--- config.mk ---
export PLATFORM = sky130hd
export DESIGN_NAME = sfps_seq
export DESIGN_NICKNAME = d
export VERILOG_FILES = /design/src/logic/sfps_pkg.sv /design/src/logic/sfps_fifo.sv /design/src/logic/sfps_seq.sv
export VERILOG_INCLUDE_DIRS = /design/src /design/src/logic
export SDC_FILE = /design/constraint.sdc
export NUM_CORES = 2
export LEC_CHECK = 0
export BUFFER_PORTS_ARGS = -buffer_cell sky130_fd_sc_hd__buf_2
export CORE_MARGIN = 3
export CORE_UTILIZATION = 30
export CTS_CLUSTER_DIAMETER = 200
export DETAILED_ROUTE_END_ITERATION = 10
export GPL_TIMING_DRIVEN = 0
export PLACE_DENSITY_LB_ADDON = 0.12
export SLEW_MARGIN = 15
export SYNTH_ARGS = -nofsm -noshare
export SYNTH_HDL_FRONTEND = slang
export SYNTH_HIERARCHICAL = 1
export SYNTH_SLANG_ARGS = --single-unit
--- constraint.sdc ---
create_clock -name mclk_i -period 4.1 [get_ports mclk_i]
set_input_delay 0.615 -clock mclk_i [delete_from_list [all_inputs] [get_ports mclk_i]]
set_output_delay 0.615 -clock mclk_i [all_outputs]
set_load 0.005 [all_outputs]
--- src/logic/sfps_params.svh ---
// How it works
// - write enable bit must be set first or in the same write; start of row erase or program is refused otherwise.
// - erase select bit makes the next start by a core instruction erase the addressed row; a 1111 start programs regardless.
// - setting the write start bit launches the selected erase or program sequence.
// - writing 0180h to key pair 3C0005h:3C0004h arms a whole-device erase.
// - whole-device erase also clears every code-protection setting.
// - whole-device erase is self-timed from fourth falling clock; serial input ignored meanwhile.
// - row erase clears one aligned 1024-byte row, refused when protected.
// - row erase runs while the no-op's fourth clock is held high.
// - falling clock after the hold ends the sequence; programmer then holds it low.
// - row erased is the one containing the table pointer, any byte within.
// - row erase never clears code protection.
// - 64-byte write buffer programs the aligned region under the table pointer.
// - write buffer keeps its contents after programming; programmer reloads only the words it changes.
// - 1101 writes two bytes and adds 2; 1111 writes two bytes and starts.
// - after 1111 the no-op's fourth clock held high sets the program time.
// - 4-bit command then 16-bit operand, latched on falling clock, LSb first.
// - command 0000 passes its operand to the core as an instruction.
// - table pointer is upper[5:0], high and low bytes, 22 bits.
`ifndef SFPS_PARAMS_SVH
`define SFPS_PARAMS_SVH

`define SFPS_CMD_CORE       4'h0
`define SFPS_CMD_TBLWR      4'hc
`define SFPS_CMD_TBLWR_INC  4'hd
`define SFPS_CMD_TBLWR_PROG 4'hf

`define SFPS_LAST_BIT       5'h13
`define SFPS_HOLD_BIT       5'h03

`define SFPS_OPC_LOAD_LITERAL_INSTR      8'h0e
`define SFPS_OPC_STORE_WORKING_INSTR      7'h37
`define SFPS_OPC_CLEAR_FILE_INSTR       7'h35
`define SFPS_OPC_BSF        4'h8
`define SFPS_OPC_BCF        4'h9

`define SFPS_FILE_TBLU      8'hf8
`define SFPS_FILE_TBLH      8'hf7
`define SFPS_FILE_TBLL      8'hf6
`define SFPS_FILE_NVMCON    8'ha6

`define SFPS_BIT_WR         1
`define SFPS_BIT_WRITE_ENABLE_BIT       2
`define SFPS_BIT_FREE       4

`define SFPS_KEY_LOW_ADDR   22'h3c0004
`define SFPS_KEY_HIGH_ADDR  22'h3c0005
`define SFPS_BULK_KEY       16'h0180
`define SFPS_TBL_STEP       22'h000002

`define SFPS_BUF_WORDS      6'h20
`define SFPS_FIFO_DEPTH     16

`define SFPS_MCLK_PERIOD_NS 25
`define SFPS_BULK_ERASE_NS  5000000
`define SFPS_BULK_ERASE_CYCLES ((`SFPS_BULK_ERASE_NS + `SFPS_MCLK_PERIOD_NS - 1) / `SFPS_MCLK_PERIOD_NS)

`endif

--- src/logic/sfps_pkg.sv ---
package sfps_pkg;

    typedef enum logic [1:0] {
        SFPS_IDLE  = 2'b00,
        SFPS_ARMED = 2'b01,
        SFPS_HOLD  = 2'b10,
        SFPS_BULK  = 2'b11
    } sfps_state_t;

    typedef enum logic [1:0] {
        SFPS_OP_NONE = 2'b00,
        SFPS_OP_ROW  = 2'b01,
        SFPS_OP_PROG = 2'b10,
        SFPS_OP_ALL  = 2'b11
    } sfps_flash_op_t;

    typedef struct packed {
        logic [21:0] addr;
        logic [15:0] data;
    } sfps_word_t;

endpackage

--- src/logic/sfps_fifo.sv ---
module sfps_fifo #(
    parameter int WIDTH = 38,
    parameter int DEPTH = 16
) (
    input  wire logic             mclk_i,
    input  wire logic             rstn_i,
    input  wire logic [WIDTH-1:0] in_data_i,
    input  wire logic             in_valid_i,
    output logic                  in_ready_o,
    output logic [WIDTH-1:0]      out_data_o,
    output logic                  out_valid_o,
    input  wire logic             out_ready_i
);
    localparam int AW = $clog2(DEPTH);

    typedef struct packed {
        logic [DEPTH-1:0][WIDTH-1:0] mem;
        logic [AW:0]                 wp;
        logic [AW:0]                 rp;
    } sfps_fifo_state_t;

    sfps_fifo_state_t q;
    sfps_fifo_state_t d;
    logic [AW:0]      count;
    logic             push;
    logic             pop;

    assign count       = q.wp - q.rp;
    assign in_ready_o  = (count != (AW + 1)'(DEPTH));
    assign out_valid_o = (q.wp != q.rp);
    assign out_data_o  = q.mem[q.rp[AW-1:0]];
    assign push        = in_valid_i & in_ready_o;
    assign pop         = out_valid_o & out_ready_i;

    always_comb begin
        d = q;
        if (push) begin
            d.mem[q.wp[AW-1:0]] = in_data_i;
            d.wp                = q.wp + (AW + 1)'(1);
        end
        if (pop) begin
            d.rp = q.rp + (AW + 1)'(1);
        end
    end

    always_ff @(posedge mclk_i) begin
        if (!rstn_i) begin
            q <= '0;
        end else begin
            q <= d;
        end
    end
endmodule

--- src/logic/sfps_seq.sv ---
`include "sfps_params.svh"

module sfps_seq #(
    parameter int unsigned BULK_ERASE_CYCLES = `SFPS_BULK_ERASE_CYCLES
) (
    input  wire logic                  mclk_i,
    input  wire logic                  rstn_i,
    input  wire logic                  prog_clock_pin_i,
    input  wire logic                  prog_data_pin_i,
    output logic                       prog_data_pin_o,
    output logic                       prog_data_pin_oe_n_o,
    input  wire logic                  code_protect_i,
    input  wire logic                  write_protect_i,
    output logic [15:0]                core_instr_o,
    output logic                       core_instr_valid_o,
    output logic [7:0]                 nvm_control_o,
    output logic [21:0]                table_pointer_o,
    output sfps_pkg::sfps_flash_op_t   flash_op_o,
    output logic [21:0]                flash_addr_o,
    output logic                       flash_hv_o,
    output logic                       protect_clear_o,
    output sfps_pkg::sfps_word_t       flash_word_o,
    output logic                       flash_word_valid_o,
    input  wire logic                  flash_word_ready_i,
    output logic                       busy_o
);
    typedef struct packed {
        logic                     ck1;
        logic                     ck2;
        logic                     ck3;
        logic                     dt1;
        logic                     dt2;
        logic [19:0]              sr;
        logic [4:0]               nbit;
        sfps_pkg::sfps_state_t    st;
        sfps_pkg::sfps_flash_op_t op;
        logic [7:0]               wreg;
        logic [7:0]               tblu;
        logic [7:0]               tblh;
        logic [7:0]               tbll;
        logic [7:0]               nvm;
        logic [7:0]               key_hi;
        logic                     key_ok;
        logic [21:0]              op_addr;
        logic [31:0][15:0]        wbuf;
        logic [5:0]               push_idx;
        logic [31:0]              cnt;
        logic [15:0]              core_instr;
        logic                     core_vld;
        logic                     pclr;
    } sfps_seq_state_t;

    sfps_seq_state_t      q;
    sfps_seq_state_t      d;
    logic                 rise;
    logic                 fall;
    logic                 exec;
    logic [19:0]          sr_n;
    logic [3:0]           cmd;
    logic [15:0]          opd;
    logic [21:0]          tbl;
    logic [21:0]          tbl_inc;
    logic [7:0]           mv_val;
    logic                 prot;
    logic                 push_vld;
    logic                 push_rdy;
    sfps_pkg::sfps_word_t push_word;

    // edges seen on the twice-synchronised link clock
    assign rise    = q.ck2 & ~q.ck3;
    assign fall    = ~q.ck2 & q.ck3;
    assign sr_n    = {q.dt2, q.sr[19:1]};
    assign exec    = fall && (q.st != sfps_pkg::SFPS_BULK) && (q.nbit == `SFPS_LAST_BIT);
    assign cmd     = sr_n[3:0];
    assign opd     = sr_n[19:4];
    assign tbl     = {q.tblu[5:0], q.tblh, q.tbll};
    assign tbl_inc = tbl + `SFPS_TBL_STEP;
    assign mv_val  = (opd[15:9] == `SFPS_OPC_STORE_WORKING_INSTR) ? q.wreg : 8'h00;
    assign prot    = code_protect_i | write_protect_i;

    // buffer words stream to the array during the timed high phase
    assign push_vld       = (q.st == sfps_pkg::SFPS_HOLD) && (q.op == sfps_pkg::SFPS_OP_PROG)
                            && (q.push_idx != `SFPS_BUF_WORDS);
    assign push_word.addr = q.op_addr | {16'h0000, q.push_idx[4:0], 1'b0};
    assign push_word.data = q.wbuf[q.push_idx[4:0]];

    always_comb begin
        d          = q;
        d.ck1      = prog_clock_pin_i;
        d.ck2      = q.ck1;
        d.ck3      = q.ck2;
        d.dt1      = prog_data_pin_i;
        d.dt2      = q.dt1;
        d.core_vld = 1'b0;
        d.pclr     = 1'b0;

        // serial input is dead while the self-timed erase runs
        if (fall && q.st != sfps_pkg::SFPS_BULK) begin
            d.sr   = sr_n;
            d.nbit = q.nbit + 5'h01;
        end

        if (exec) begin
            d.nbit = 5'h00;
            case (cmd)
                `SFPS_CMD_CORE: begin
                    d.core_instr = opd;
                    d.core_vld   = 1'b1;
                    if (opd[15:8] == `SFPS_OPC_LOAD_LITERAL_INSTR) begin
                        d.wreg = opd[7:0];
                    end else if (opd[15:9] == `SFPS_OPC_STORE_WORKING_INSTR || opd[15:9] == `SFPS_OPC_CLEAR_FILE_INSTR) begin
                        case (opd[7:0])
                            `SFPS_FILE_TBLU:   d.tblu = {2'b00, mv_val[5:0]};
                            `SFPS_FILE_TBLH:   d.tblh = mv_val;
                            `SFPS_FILE_TBLL:   d.tbll = mv_val;
                            `SFPS_FILE_NVMCON: d.nvm  = mv_val;
                            default: ;
                        endcase
                    end else if ((opd[15:12] == `SFPS_OPC_BSF || opd[15:12] == `SFPS_OPC_BCF)
                                 && opd[7:0] == `SFPS_FILE_NVMCON) begin
                        d.nvm[opd[11:9]] = (opd[15:12] == `SFPS_OPC_BSF);
                    end
                    // write start bit just set: launch or refuse
                    if (d.nvm[`SFPS_BIT_WR] && !q.nvm[`SFPS_BIT_WR]) begin
                        if (q.st == sfps_pkg::SFPS_IDLE && d.nvm[`SFPS_BIT_WRITE_ENABLE_BIT]
                            && !(d.nvm[`SFPS_BIT_FREE] && prot)) begin
                            d.st = sfps_pkg::SFPS_ARMED;
                            if (d.nvm[`SFPS_BIT_FREE]) begin
                                d.op      = sfps_pkg::SFPS_OP_ROW;
                                d.op_addr = {tbl[21:10], 10'h000};
                            end else begin
                                d.op      = sfps_pkg::SFPS_OP_PROG;
                                d.op_addr = {tbl[21:6], 6'h00};
                            end
                        end else begin
                            d.nvm[`SFPS_BIT_WR] = 1'b0;
                        end
                    end
                end
                `SFPS_CMD_TBLWR: begin
                    if (tbl == `SFPS_KEY_HIGH_ADDR) begin
                        d.key_hi = opd[7:0];
                        d.key_ok = 1'b0;
                    end else if (tbl == `SFPS_KEY_LOW_ADDR) begin
                        d.key_ok = ({q.key_hi, opd[7:0]} == `SFPS_BULK_KEY);
                    end
                end
                `SFPS_CMD_TBLWR_INC: begin
                    d.wbuf[tbl[5:1]] = opd;
                    d.tblu = {2'b00, tbl_inc[21:16]};
                    d.tblh = tbl_inc[15:8];
                    d.tbll = tbl_inc[7:0];
                end
                `SFPS_CMD_TBLWR_PROG: begin
                    d.wbuf[tbl[5:1]] = opd;
                    if (q.st == sfps_pkg::SFPS_IDLE && q.nvm[`SFPS_BIT_WRITE_ENABLE_BIT]) begin
                        d.st                = sfps_pkg::SFPS_ARMED;
                        d.op                = sfps_pkg::SFPS_OP_PROG;
                        d.op_addr           = {tbl[21:6], 6'h00};
                        d.nvm[`SFPS_BIT_WR] = 1'b1;
                    end
                end
                default: ;
            endcase
        end

        // fourth clock of the following command opens the timed window
        if (rise && q.st == sfps_pkg::SFPS_ARMED && q.nbit == `SFPS_HOLD_BIT) begin
            d.st       = sfps_pkg::SFPS_HOLD;
            d.push_idx = 6'h00;
        end
        if (q.st == sfps_pkg::SFPS_HOLD && push_vld && push_rdy) begin
            d.push_idx = q.push_idx + 6'h01;
        end
        if (fall && q.st == sfps_pkg::SFPS_HOLD) begin
            d.st                = sfps_pkg::SFPS_IDLE;
            d.op                = sfps_pkg::SFPS_OP_NONE;
            d.nvm[`SFPS_BIT_WR] = 1'b0;
        end

        if (fall && q.st == sfps_pkg::SFPS_IDLE && q.key_ok && q.nbit == `SFPS_HOLD_BIT) begin
            d.st      = sfps_pkg::SFPS_BULK;
            d.op      = sfps_pkg::SFPS_OP_ALL;
            d.op_addr = 22'h000000;
            d.cnt     = 32'h00000000;
            d.key_ok  = 1'b0;
            d.pclr    = 1'b1;
        end
        if (q.st == sfps_pkg::SFPS_BULK) begin
            d.cnt = q.cnt + 32'h00000001;
            if (q.cnt == 32'(BULK_ERASE_CYCLES - 1)) begin
                d.st   = sfps_pkg::SFPS_IDLE;
                d.op   = sfps_pkg::SFPS_OP_NONE;
                d.nbit = 5'h00;
                d.sr   = 20'h00000;
            end
        end
    end

    always_ff @(posedge mclk_i) begin
        if (!rstn_i) begin
            q <= '0;
        end else begin
            q <= d;
        end
    end

    sfps_fifo #(
        .WIDTH ($bits(sfps_pkg::sfps_word_t)),
        .DEPTH (`SFPS_FIFO_DEPTH)
    ) u_fifo (
        .mclk_i      (mclk_i),
        .rstn_i      (rstn_i),
        .in_data_i   (push_word),
        .in_valid_i  (push_vld),
        .in_ready_o  (push_rdy),
        .out_data_o  (flash_word_o),
        .out_valid_o (flash_word_valid_o),
        .out_ready_i (flash_word_ready_i)
    );

    // data pin is input only for erase and program traffic
    assign prog_data_pin_o      = 1'b0;
    assign prog_data_pin_oe_n_o = 1'b1;
    assign core_instr_o         = q.core_instr;
    assign core_instr_valid_o   = q.core_vld;
    assign nvm_control_o        = q.nvm;
    assign table_pointer_o      = tbl;
    assign flash_hv_o           = (q.st == sfps_pkg::SFPS_HOLD) || (q.st == sfps_pkg::SFPS_BULK);
    assign flash_op_o           = flash_hv_o ? q.op : sfps_pkg::SFPS_OP_NONE;
    assign flash_addr_o         = q.op_addr;
    assign protect_clear_o      = q.pclr;
    assign busy_o               = (q.st != sfps_pkg::SFPS_IDLE);
endmodule

## After elaboration in Yosys (flattened, before gate mapping)

Index checks and enable logic that the tools add are counted.

- Add/subtract/negate cells: 7
- Magnitude comparators: 8
- Equal/unequal tests: 36
- Mux-type cells: 62
- Bitwise operators: 9
- Reduce and logical (&&, ||, !) cells: 49

Operator list:

| operator | number |
|---|---|
| $bwmux W608 | 1 |
| $mux W592 | 1 |
| $bwmux W512 | 1 |
| $mux W512 | 1 |
| $mux W32 | 5 |
| $bmux W38 S4 | 1 |
| $demux W38 S4 | 1 |
| $bmux W16 S5 | 1 |
| $demux W16 S5 | 1 |
| $mux W8 | 10 |
| $mux W38 | 2 |
| $mux W22 | 3 |
| $mux W29 | 2 |
| $pmux W24 S2 | 1 |
| $eq A22 B22 Y1 const B | 2 |
| $pmux W22 S2 | 1 |
| $add A32 B1 Y32 const B | 1 |
| $eq A32 B18 Y1 const B | 1 |
| $eq A8 B8 Y1 const B | 4 |
| $mux W16 | 2 |
| $mux W25 | 1 |
| $reduce_and A5 Y1 | 5 |
| $mux W24 | 1 |
| $add A22 B2 Y22 const B | 1 |
| 47 further kinds | 121 |

- Register bits: 1291
- Input port bits: 7
- Output and inout port bits: 115
- Word-level logic and storage cells: 245

## Longest topological paths before layout

- Word-level depth: 22
- Mapped depth: 15
- Depth with buffers taken out: 11

## Cells and area by module

Netlist, hierarchy kept.

By module, submodules not included:

| module | instances | cells each | area an instance (um^2) | seq. area each (um^2) |
|---|---|---|---|---|
| sfps_seq | 1 | 3428 | 30460.5 | 13292.7 |
| sfps_fifo | 1 | 2579 | 27008.4 | 12371.9 |

## Worst setup path before layout

Ideal clock, no wire load.

- Path type: reg2reg
- From: register, netlist name q[50]
- To: register u_fifo/q[141] in the netlist's numbering
- Library setup time: 132 ps
- Arrival: 3380 ps
- Required time: 3968 ps
- Path slack: 588 ps
- Stages on the path, launching flop included: 15
- Buffers on the path: 7
- Period minus slack after synthesis: 3512 ps
- Path through: dfxtp_1 clkbuf_1 buf_2 buf_2 buf_2 inv_1 ha_1 nor4b_1 a21oi_1 nand2_1 or4_1 clkbuf_1 buf_2 buf_2 mux2i_1

RTL lines:

| item | RTL line | text |
|---|---|---|
| end signal: assignment | sfps_fifo.sv:48 | `q <= '0;` |
| end signal: assignment | sfps_fifo.sv:50 | `q <= d;` |
| end: declaration | sfps_fifo.sv:22 | `sfps_fifo_state_t q;` |

==> flow_summary.json <==
{
  "status": "complete, no violations",
  "wire_per_inst_um": 24.4,
  "synth_mux_area_share_pct": 26.2,
  "synthAdderAreaFrac_pct": 0.370,
  "dpl_cell_area_um2": 61200,
  "rows": 160,
  "crit_cells": 7,
  "design_area_um2": 66400,
  "synth-compound-area-share_pct": 6.20,
  "r2r_end": "u_fifo/q[97]",
  "die_w_um": 444,
  "hpwlAfterDp_mm": 159,
  "power.leakage_nw": 23.3,
  "async_flop_share_pct": 0,
  "slowest_delay_ns": 0.50,
  "synth-edff-count": 0,
  "min_period_ns": 4.02,
  "max-cap-violations": 0,
  "fin_nets": 6302,
  "avgViaCountPerCell": 5.13,
  "fin_util_pct": 34.9,
  "drtPass1Iterations": 6,
  "die_h_um": 444,
  "grt.met3_usage_pct": 2.74,
  "syn_area_per_cell_um2": 9.57,
  "final_common_cell": "nand2_1",
  "worstPathRequired_ns": 3.48,
  "drc_errors": 0,
  "power_density_nw_per_um2": 394,
  "syn-cell-area_um2": 57500,
  "met2_usage_pct": 36.0,
  "hold_viol_final": 0,
  "drive_gt1_share_pct": 15.1,
  "detail-route-antenna-nets": 0,
  "cts_tree": "built",
  "synth_xor_xnor_area_share_pct": 0.183,
  "numCtsBuffers": 148,
  "tns_ns": 0,
  "synth_top_family_by_area": "multiplexers",
  "synthToLayoutAreaGrowth_pct": 15.6,
  "root_buffer": "clkbuf_16",
  "worstMarginPinSlew_ns": 1.16,
  "cp.arrival_ns": 3.40,
  "grt_overflow": 0,
  "yosysWarnings": 6,
  "placement.io_buffers": 113,
  "startpoint": "u_fifo/q[1]",
  "grt_pass1_vias": 45700,
  "setup-violations-final": 0,
  "start_kind": "flop",
  "reg2regPathDepth": 9,
  "grt-busiest-layer": "met2",
  "finalPower_mw": 26.1,
  "crit_family": "buffers and inverters",
  "clock-sinks": 1282,
  "crit_chain": "clkbuf_2 -> clkbuf_4 -> clkbuf_1 -> nand2_1 -> and3_1 -> a31oi_1 -> buf_2",
  "timing.slew.headroom_pct": 22.8,
  "worstSetupEndpoint": "flash_word_o[7]",
  "met1_usage_pct": 28.2,
  "core-area_um2": 190000,
  "worstSetupEndpointType": "output pin",
  "grt_max_degree": 20,
  "synth-seq-cells": 1282,
  "first_iter_violations": 3207,
  "yosys.cell_types.count": 87,
  "grt_pass1_wl_mm": 317,
  "final_cell_mix": "nand2_1 (1387), dfxtp_1 (1282), mux2i_1 (779)",
  "synth_top_flop_cell": "dfxtp_1",
  "r2r_start": "q[51]",
  "max_freq_ghz": 0.249,
  "cts.clk_slew.worst_paths_ns": 0.06,
  "r2r_slack_ns": 0.18,
  "grt_usage_pct": 21.6,
  "critPathBufInv": 4,
  "worst_hold_path_type": "primary input to flop",
  "ioPinCount": 122,
  "nFillCells": 19400,
  "antenna_found_initial": 9,
  "ir_worst_vdd_uv": 305,
  "slowest_stage": "clkbuf_1",
  "synth-simple-area-share_pct": 17.2,
  "h-tree-depth": 4,
  "cts_buffer_depth": 3,
  "netlist_instances": 6007,
  "initial_core_util_pct": 30.2,
  "die_area_um2": 197000,
  "period_share_pct": 98.0,
  "finClkSkew_ns": 0.0260,
  "slew_viol_final": 0,
  "via_count": 45700,
  "clk_latency_ns": 0.79,
  "worstSetupPathType": "flop to output pin",
  "drt_wl_total_mm": 217,
  "place_congestion": 0.895,
  "worstPathMaxFanout": 10,
  "seq_area_frac_synth_pct": 44.7
}
## routing by layer
layer / part of all wire (%) / vias to the layer above
li1: - / 21500
met1: 44 / 22800
met2: 48 / 1165
met3: 4.4 / 336
met4: 4.1 / 0
met5: 0 / -
## state kept, by name, indices dropped and copies added, names as in the netlist
register            cells
protect_clear_o         1
nvm_control_o           8
core_instr_o           16
d                       3
flash_addr_o           16
q                     577
u_fifo/q              618
core_instr_valid_o      1
table_pointer_o        22
cmd                     4
opd                    16
## layout make-up
| type | count | area, um^2 | area share (%) |
|---|---|---|---|
| Sequential cell | 1282 | 25700 | 38.6 |
| Timing Repair Buffer | 117 | 598 | 0.900 |
| Buffer | 647 | 3130 | 4.72 |
| Tap cell | 2511 | 3140 | 4.73 |
| Clock buffer | 231 | 4460 | 6.72 |
| Inverter | 21 | 78.8 | 0.119 |
| Antenna cell | 4 | 10.0 | 0.0151 |
| Clock inverter | 35 | 335 | 0.505 |
| Multi-Input combinational cell | 4061 | 29000 | 43.7 |
## power by group
group	switching [mW]	internal (mW)	leakage, nW
combinational	0.359	0.0481	10.6
sequential	0.00188	12.5	10.3
clock	5.59	7.67	2.37
total	5.96	20.2	23.3
## stage by stage
step / setup slack, ns / std cells / hold slack (ns)
finish: 0.0837 / 8909 / 0.0569
global placement: -1.33 / 8638 / 0.438
CTS: 0.00125 / 8905 / 0.00338
detailed placement: -1.37 / 8639 / 0.444
global route: -0.00757 / 8906 / 0.0343
floorplan: 0.588 / 6014 / 0.412
## Yosys cell counts (all sizes together) (24+ instances only)
cell type | instances | area share, %
nor2 | 215 | 1.4
dfxtp | 1282 | 45
a31oi | 52 | 0.57
mux4 | 312 | 12
a21oi | 473 | 4.1
and3 | 67 | 0.73
nand2 | 1387 | 9.1
nand4 | 24 | 0.26
clkbuf | 412 | 2.7
mux2i | 779 | 14
nand3 | 415 | 3.6
buf | 238 | 2.4
and2 | 27 | 0.29
nor3 | 31 | 0.33
o21ai | 45 | 0.40
## cells by family (layout without fill, tap and decap cells)
| group | after synthesis | in the layout |
|---|---|---|
| and+or+nand+nor | 2273 | 2273 |
| DFF | 1282 | 1282 |
| muxes | 1111 | 1111 |
| buffers and inverters | 671 | 1051 |
| AOI/OAI and AO/OA | 639 | 639 |
| adders and majority gates | 17 | 17 |
| xor gates and xnor gates | 12 | 12 |
| other | 2 | 13 |
## worst min path at each step
stage	from	to	slack, ns	cells past startpoint
after floorplan	d[671]	d[670]	0.41	1
after global placement	u_fifo/q[294]	u_fifo/q[294]	0.44	2
after detailed placement	u_fifo/q[252]	u_fifo/q[252]	0.44	2
after CTS	prog_data_pin_i	d[668]	0.003	2
after global routing	prog_data_pin_i	d[668]	0.03	2
final	prog_data_pin_i	d[668]	0.06	2
## repair_timing
item,in CTS,in global routing
endpoints found under the setup margin,661,361
endpoints found under the hold margin,1,0
setup buffers,2,0
pin swaps,1,0
hold buffers,1,0
resized for setup,133,27
(Power assumes the default switching activity.)
